$ cat src/rtl/lpmrs_regs.vh
// register offsets, field positions and timing counts of the low-power and reset status block
`ifndef LPMRS_REGS_VH
`define LPMRS_REGS_VH
`define LPMRS_ADDR_W          16
`define LPMRS_OFF_BRKSTAT     16'hfe00
`define LPMRS_OFF_RSTSRC      16'hfe01
`define LPMRS_OFF_BRKCTL      16'hfe03
`define LPMRS_BIT_BRKEXIT     1
`define LPMRS_BIT_BRKCLREN    7
`define LPMRS_BIT_LVI         1
`define LPMRS_BIT_MONITOR_ENTRY_RESET_FLAG      2
`define LPMRS_BIT_ILLEGAL_ADDRESS_FLAG        3
`define LPMRS_BIT_ILLEGAL_OPCODE_FLAG        4
`define LPMRS_BIT_WDOG        5
`define LPMRS_BIT_PIN         6
`define LPMRS_BIT_POR         7
`define LPMRS_RST_BRKSTAT     8'h00
`define LPMRS_RST_BRKCTL      8'h00
`define LPMRS_RST_RSTSRC      8'h80
`define LPMRS_REC_LONG        13'h1000
`define LPMRS_REC_SHORT       13'h0020
`define LPMRS_CNT_W           13
`endif

$ cat src/rtl/lpmrs_core.v
// low-power mode control, break exit and reset source status block
// What this block does
// - entering wait or stop clears the interrupt mask bit
// - wait mode stops cpu clocks, peripheral clocks keep running
// - enabled interrupt in wait wakes cpu and starts stacking, both one cycle later
// - reset or break interrupt also ends wait mode
// - break ending wait or stop sets the break exit flag
// - watchdog stays enabled in wait when disable option is zero
// - stop mode resets the counter and gates the clock generator output
// - stop ends on interrupt, reset or break; interrupt stacking after recovery
// - recovery is 4096 cycles, or 32 with short recovery selected
// - counter held clear from stop until recovery begins, then times it
// - writing zero clears break exit flag; reset clears it too
// - reset source register flags last cause; a read clears all flags
// - power-on sets power-on flag and clears all others
// - pin, watchdog, illegal opcode, low voltage, illegal fetch each flag
// - monitor entry with erased vector sets its own flag
// - break clear enable gates status clears during break
// - flags cleared in break stay cleared afterwards
`timescale 1ns/1ps
`default_nettype none
`include "lpmrs_regs.vh"
module lpmrs_core (
	input  wire        clock,
	input  wire        nrst,
	input  wire        clkEn,
	input  wire [15:0] addr,
	input  wire [7:0]  wrData,
	input  wire        wrStb,
	input  wire        rdStb,
	output reg  [7:0]  rdData,
	input  wire        waitExec,
	input  wire        stopExec,
	input  wire        intReq,
	input  wire        breakInt,
	input  wire        breakState,
	input  wire        shortRecoverySelect,
	input  wire        watchdogDisableOption,
	input  wire        porEvent,
	input  wire        pinResetEvent,
	input  wire        watchdogResetEvent,
	input  wire        illegalOpcodeEvent,
	input  wire        illegalAddressEvent,
	input  wire        lowVoltageEvent,
	input  wire        monitorEntryEvent,
	output reg         clearIntMask,
	output reg         cpuClockEn,
	output reg         periphClockEn,
	output reg         clockGenOutEn,
	output reg         stackStart,
	output reg         watchdogRun,
	output reg         inWait,
	output reg         inStop
);
	//////////////////////////////////////////////////////////////////
	// mode state machine
	localparam [1:0] ST_RUN = 2'b00;
	localparam [1:0] ST_WAIT = 2'b01;
	localparam [1:0] ST_STOP = 2'b10;
	localparam [1:0] ST_RECOV = 2'b11;
	reg  [1:0] state_reg;
	reg  [1:0] state_next;
	reg        recBreak_reg;
	wire       recDone;
	wire       anyReset;
	assign anyReset = porEvent | pinResetEvent | watchdogResetEvent | illegalOpcodeEvent |
		illegalAddressEvent | lowVoltageEvent | monitorEntryEvent;
	always @* begin
		state_next = state_reg;
		case (state_reg)
			ST_RUN: begin
				if (stopExec)
					state_next = ST_STOP;
				else if (waitExec)
					state_next = ST_WAIT;
			end
			ST_WAIT: begin
				if (intReq || breakInt)
					state_next = ST_RUN;
			end
			ST_STOP: begin
				if (intReq || breakInt)
					state_next = ST_RECOV;
			end
			ST_RECOV: begin
				if (recDone)
					state_next = ST_RUN;
			end
			default: state_next = ST_RUN;
		endcase
		if (anyReset)
			state_next = ST_RUN;
	end
	lpmrs_recovery_counter recCounter (
		.clock     (clock),
		.nrst      (nrst),
		.clkEn     (clkEn),
		.holdClear (state_reg != ST_RECOV),
		.run       (state_reg == ST_RECOV),
		.shortSel  (shortRecoverySelect),
		.done      (recDone)
	);
	always @(posedge clock or negedge nrst) begin
		if (!nrst) begin
			state_reg     <= ST_RUN;
			recBreak_reg  <= 1'b0;
			clearIntMask  <= 1'b0;
			cpuClockEn    <= 1'b1;
			periphClockEn <= 1'b1;
			clockGenOutEn <= 1'b1;
			stackStart    <= 1'b0;
			watchdogRun   <= 1'b0;
			inWait        <= 1'b0;
			inStop        <= 1'b0;
		end else if (clkEn) begin
			state_reg     <= state_next;
			if (state_reg == ST_STOP && state_next == ST_RECOV)
				recBreak_reg <= breakInt;
			clearIntMask  <= (state_reg == ST_RUN) && (stopExec || waitExec) && !anyReset;
			cpuClockEn    <= state_next == ST_RUN;
			periphClockEn <= (state_next == ST_RUN) || (state_next == ST_WAIT);
			clockGenOutEn <= (state_next == ST_RUN) || (state_next == ST_WAIT);
			stackStart    <= !anyReset && (((state_reg == ST_WAIT) && intReq && !breakInt) ||
				((state_reg == ST_RECOV) && recDone && !recBreak_reg));
			watchdogRun   <= !watchdogDisableOption && (state_next != ST_STOP) && (state_next != ST_RECOV);
			inWait        <= state_next == ST_WAIT;
			inStop        <= (state_next == ST_STOP) || (state_next == ST_RECOV);
		end
	end
	//////////////////////////////////////////////////////////////////
	// status registers
	reg        brkExit_reg;
	reg        brkClrEn_reg;
	reg  [7:0] rstSrc_reg;
	reg  [7:0] rstSrc_next;
	wire       clrAllowed;
	wire       brkExitEvent;
	wire       wrBrkStat;
	wire       rdRstSrc;
	assign clrAllowed   = !breakState || brkClrEn_reg;
	assign brkExitEvent = breakInt && ((state_reg == ST_WAIT) || (state_reg == ST_STOP));
	assign wrBrkStat    = wrStb && (addr == `LPMRS_OFF_BRKSTAT);
	assign rdRstSrc     = rdStb && (addr == `LPMRS_OFF_RSTSRC);
	always @* begin
		rstSrc_next = rstSrc_reg;
		if (rdRstSrc && clrAllowed)
			rstSrc_next = 8'h00;
		if (pinResetEvent)
			rstSrc_next[`LPMRS_BIT_PIN] = 1'b1;
		if (watchdogResetEvent)
			rstSrc_next[`LPMRS_BIT_WDOG] = 1'b1;
		if (illegalOpcodeEvent)
			rstSrc_next[`LPMRS_BIT_ILLEGAL_OPCODE_FLAG] = 1'b1;
		if (illegalAddressEvent)
			rstSrc_next[`LPMRS_BIT_ILLEGAL_ADDRESS_FLAG] = 1'b1;
		if (lowVoltageEvent)
			rstSrc_next[`LPMRS_BIT_LVI] = 1'b1;
		if (monitorEntryEvent)
			rstSrc_next[`LPMRS_BIT_MONITOR_ENTRY_RESET_FLAG] = 1'b1;
		if (porEvent)
			rstSrc_next = `LPMRS_RST_RSTSRC;
	end
	always @(posedge clock or negedge nrst) begin
		if (!nrst) begin
			brkExit_reg  <= 1'b0;
			brkClrEn_reg <= 1'b0;
			rstSrc_reg   <= `LPMRS_RST_RSTSRC;
		end else if (clkEn) begin
			rstSrc_reg <= rstSrc_next;
			if (anyReset)
				brkExit_reg <= 1'b0;
			else if (brkExitEvent)
				brkExit_reg <= 1'b1;
			else if (wrBrkStat && !wrData[`LPMRS_BIT_BRKEXIT] && clrAllowed)
				brkExit_reg <= 1'b0;
			if (anyReset)
				brkClrEn_reg <= 1'b0;
			else if (wrStb && (addr == `LPMRS_OFF_BRKCTL))
				brkClrEn_reg <= wrData[`LPMRS_BIT_BRKCLREN];
		end
	end
	//////////////////////////////////////////////////////////////////
	// read port
	always @(posedge clock or negedge nrst) begin
		if (!nrst) begin
			rdData <= 8'h00;
		end else if (clkEn) begin
			rdData <= 8'h00;
			if (rdStb) begin
				case (addr)
					`LPMRS_OFF_BRKSTAT: rdData <= {6'h00, brkExit_reg, 1'b0};
					`LPMRS_OFF_RSTSRC: rdData <= rstSrc_reg;
					`LPMRS_OFF_BRKCTL: rdData <= {brkClrEn_reg, 7'h00};
					default: rdData <= 8'h00;
				endcase
			end
		end
	end
endmodule
`default_nettype wire

$ cat src/rtl/lpmrs_recovery_counter.v
// stop recovery counter: held clear, then counts to the selected terminal count
`timescale 1ns/1ps
`default_nettype none
`include "lpmrs_regs.vh"
module lpmrs_recovery_counter (
	input  wire        clock,
	input  wire        nrst,
	input  wire        clkEn,
	input  wire        holdClear,
	input  wire        run,
	input  wire        shortSel,
	output reg         done
);
	reg  [`LPMRS_CNT_W-1:0] count_reg;
	wire [`LPMRS_CNT_W-1:0] termCount;
	assign termCount = shortSel ? `LPMRS_REC_SHORT : `LPMRS_REC_LONG;
	always @(posedge clock or negedge nrst) begin
		if (!nrst) begin
			count_reg <= 13'h0000;
			done      <= 1'b0;
		end else if (clkEn) begin
			if (holdClear) begin
				count_reg <= 13'h0000;
				done      <= 1'b0;
			end else if (run && !done) begin
				count_reg <= count_reg + 13'h0001;
				done      <= (count_reg + 13'h0001) == termCount;
			end
		end
	end
endmodule
`default_nettype wire

$ cat config.mk
export PLATFORM = sky130hd
export DESIGN_NAME = lpmrs_core
export DESIGN_NICKNAME = d
export VERILOG_FILES = /design/src/rtl/lpmrs_core.v /design/src/rtl/lpmrs_recovery_counter.v
export VERILOG_INCLUDE_DIRS = /design/src /design/src/rtl
export SDC_FILE = /design/constraint.sdc
export NUM_CORES = 1
export LEC_CHECK = 0
export BUFFER_PORTS_ARGS = -buffer_cell sky130_fd_sc_hd__buf_2
export CORE_MARGIN = 2
export CORE_UTILIZATION = 59
export CTS_BUF_LIST = sky130_fd_sc_hd__clkbuf_4
export DETAILED_ROUTE_END_ITERATION = 8
export GPL_ROUTABILITY_DRIVEN = 1
export PLACE_DENSITY = 0.86
export SLEW_MARGIN = 10
export SYNTH_ARGS = -nofsm -noshare
export SYNTH_HDL_FRONTEND = slang
export SYNTH_SLANG_ARGS = --single-unit
$ cat constraint.sdc
create_clock -name clock -period 3.8 [get_ports clock]
set_clock_uncertainty 0.05 [all_clocks]
set_input_delay 0.19 -clock clock [delete_from_list [all_inputs] [get_ports clock]]
set_output_delay 0.19 -clock clock [all_outputs]
set_load 0.05 [all_outputs]
==> flow_metrics.env <==
export IMPL_design_area_um2=2640
export IMPL_arrival_ns=2.24
export IMPL_ys_ff_latch=40
export IMPL_clock_fmax_mhz=485
export IMPL_min_from="breakInt"
export IMPL_grt_use_total=0.227
export IMPL_antenna_cells=0
export IMPL_reg2regPathDepth=7
export IMPL_cts_buffer_depth=2
export IMPL_p_seq_frac=0.555
export IMPL_io_buffers=51
export IMPL_period_needed_ns=2.06
export IMPL_slew_violations=0
export IMPL_period_share=0.543
export IMPL_synthTopCellsByArea="dfrtp_1, ha_1, nand2_1"
export IMPL_drive_gt1_frac=0.259
export IMPL_wl_um=4720
export IMPL_r2r_slack_ns=1.74
export IMPL_grt_setup_unrepaired="no"
export IMPL_hold_class="input port to flip-flop"
export IMPL_design_die_area_um2=4430
export IMPL_crit_chain="inv_1, ha_1, nor3b_1, o21a_1, o311a_1, nand4_1, mux2_1"
export IMPL_grt_pass1_wl_um=7700
export IMPL_cp_slowest_cell="dfrtp_1"
export IMPL_power_density_nw_per_um2=301
export IMPL_synth_edf_count=0
export IMPL_crit_reg2reg_launch="state_reg[1]$_DFFE_PN0P_"
export IMPL_detail_route_iter0_violations=141
export IMPL_ys_types=53
export IMPL_synth_largest_area_cell="dfrtp_1"
export IMPL_synth_top_area_frac=0.401
export IMPL_synth_top_family_by_area="simple AND/OR/NAND/NOR gates"
export IMPL_first_pass_iters=4
export IMPL_power_leakage_nw=1.25
export IMPL_core_um2=3720
export IMPL_setup_viol=0
export IMPL_crit_fanout=5
export IMPL_antenna_found_initial=0
export IMPL_max_slew_margin=0.441
export IMPL_dp_hpwl_um=3470
export IMPL_synth_compound_area_share=0.194
export IMPL_peakVddDrop_uv=322
export IMPL_critPathCaptureType="flip-flop"
export IMPL_cts_buffers=5
export IMPL_synthMuxAreaShare=0.0238
export IMPL_async_reset_ff_frac=1.00
export IMPL_die_h_um=66.6
export IMPL_min_to="brkExit_reg$_DFFE_PN0P_"
export IMPL_cts_root_buf="clkbuf_4"
export IMPL_detail_route_antenna_nets=0
export IMPL_grt_max_degree=41
export IMPL_pwr_share_comb=0.097
export IMPL_start_kind="flip-flop"
export IMPL_cpPeakStageDelay_ns=0.43
export IMPL_syn_area_um2=2310
export IMPL_switchingPower_mw=0.186
export IMPL_synth_nets=291
export IMPL_p_int_mw=0.609
export IMPL_start_util=0.622
export IMPL_grt_pass1_vias=1764
export IMPL_hold_viol_final=0
export IMPL_synth_most_common_cell="dfrtp_1"
export IMPL_reg2reg_to="recBreak_reg$_DFFE_PN0P_"
export IMPL_hold_ws_ns=0.0653
export IMPL_clk_pin_slew_worst_paths_ns=0.13
export IMPL_placed_area_um2=2540
export IMPL_gp_congestion=0.814
export IMPL_finalSetupTns_ns=0
export IMPL_p_clk_frac=0.348
export IMPL_ys_flop_type="dfrtp_1"
export IMPL_post_drt_wl_per_cell_um=14.1
export IMPL_yosysSeqAreaShare=0.435
export IMPL_cts_tree="built"
export IMPL_critPathKind="flip-flop to flip-flop"
export IMPL_synthSimpleGateAreaFrac=0.217
export IMPL_outcome="finished, final reports clean"
export IMPL_tightest_slew_ns=0.838
export IMPL_pin_count=59
export IMPL_drc=0
export IMPL_vias=1953
export IMPL_netlist_instances=240
export IMPL_nets=336
export IMPL_vias_per_cell=5.85
export IMPL_power_switching_share=0.234
export IMPL_synthAdderAreaFrac=0.0433
export IMPL_h_tree_depth=2
export IMPL_grt_ovfl_total=0
export IMPL_cts_sinks=40
export IMPL_fp_dieW_um=66.6
export IMPL_syn2layout_area_growth_pct=14.1
export IMPL_clock_latency_ns=0.35
export IMPL_largest_register_ff_count=13
export IMPL_synth_common_cells="dfrtp_1, nand2_1, o21ai_0"
export IMPL_synthXorXnorAreaFrac=0.0303
export IMPL_cp_data_required_time_ns=3.98
export IMPL_num_rows=22
export IMPL_yosysWarnings=0
export IMPL_max_cap_violations=0
export IMPL_synth_avg_cell_area_um2=9.63
export IMPL_worstHoldPathCells=3
==> worst max-delay path by stage <==
| stage | from | end | slack [ns] | cells after the start |
|---|---|---|---|---|
| after floorplan | state_reg[1]$_DFFE_PN0P_ | recBreak_reg$_DFFE_PN0P_ | 1.88 | 7 |
| after global placement | state_reg[0]$_DFFE_PN0P_ | recBreak_reg$_DFFE_PN0P_ | 1.77 | 6 |
| after detailed placement | state_reg[1]$_DFFE_PN0P_ | recBreak_reg$_DFFE_PN0P_ | 1.73 | 7 |
| after CTS | state_reg[1]$_DFFE_PN0P_ | recBreak_reg$_DFFE_PN0P_ | 1.73 | 7 |
| after global routing | state_reg[1]$_DFFE_PN0P_ | recBreak_reg$_DFFE_PN0P_ | 1.59 | 7 |
| final | state_reg[1]$_DFFE_PN0P_ | recBreak_reg$_DFFE_PN0P_ | 1.74 | 7 |
==> power by group through the flow <==
stage,clock network [mW],registers (mW),logic (mW)
2_1_floorplan,0,0.454,0.0339
3_3_place_gp,0,0.448,0.0744
3_5_place_dp,0,0.449,0.0760
4_1_cts,0.282,0.441,0.0778
5_1_grt,0.304,0.442,0.0851
6_report,0.277,0.441,0.0770
==> stage by stage <==
| stage | total power, mW | instances | setup slack [ns] | util |
|---|---|---|---|---|
| floorplan | 0.488 | 240 | 1.88 | - |
| global placement | 0.523 | 324 | 1.77 | 0.682 |
| detailed placement | 0.525 | 324 | 1.73 | 0.682 |
| CTS | 0.800 | 334 | 1.73 | 0.709 |
| global route | 0.831 | 334 | 1.59 | 0.709 |
| finish | 0.795 | 334 | 1.74 | 0.709 |
==> cell usage in the layout, fill, tap and decap left out, drive strengths merged, types with 4 or more instances in the layout <==
master / instances
a22o: 6
a22oi: 6
a31oi: 4
and2: 5
and3: 4
buf: 51
clkbuf: 6
dfrtp: 37
ha: 8
inv: 10
mux2: 4
nand2: 24
nand3: 8
nand4: 10
nor2: 15
nor3: 5
o21ai: 27
o2bb2ai: 4
xnor2: 4
xor2: 4
==> per-layer routing <==
layer | vias to the layer above | track usage | routed length [µm]
li1 | 957 | - | -
met1 | 920 | 0.298 | 2220
met2 | 72 | 0.370 | 2130
met3 | 4 | 0.0524 | 339
met4 | 0 | 0.0714 | 28
met5 | - | 0 | 0
==> cell families after synthesis <==
| kind of cell | after synthesis |
|---|---|
| and+or+nand+nor | 86 |
| AOI/OAI and AO/OA | 67 |
| DFF | 40 |
| buffers and inverters | 25 |
| adders and majority gates | 8 |
| xor gates and xnor gates | 8 |
| muxes | 5 |
| other | 1 |
==> critical path: cells and delay by family (launching register included) <==
family / cells / cell delay, ns
AOI/OAI and AO/OA: 2 / 0.55
buffers and inverters: 1 / 0.14
and+or+nand+nor: 2 / 0.26
muxes: 1 / 0.32
DFF: 1 / 0.43
adders and majority gates: 1 / 0.22
==> timing repair <==
item                                   4_1_cts  5_1_grt
buffers inserted                             0        0
hold buffers                                 2        0
endpoints found under the hold margin       38        0
gates resized for setup                      0        0
==> cell type report <==
cell class / instances / area [µm²]
repair buffers: 53 / 275
clock inverters: 2 / 35.0
multi-input cells: 175 / 1180
flip-flops and latches: 40 / 1000
inverters: 10 / 37.5
fillers: 293 / 1080
well taps: 48 / 60.1
clock buffers: 6 / 45.0
(Power assumes the default switching activity.)
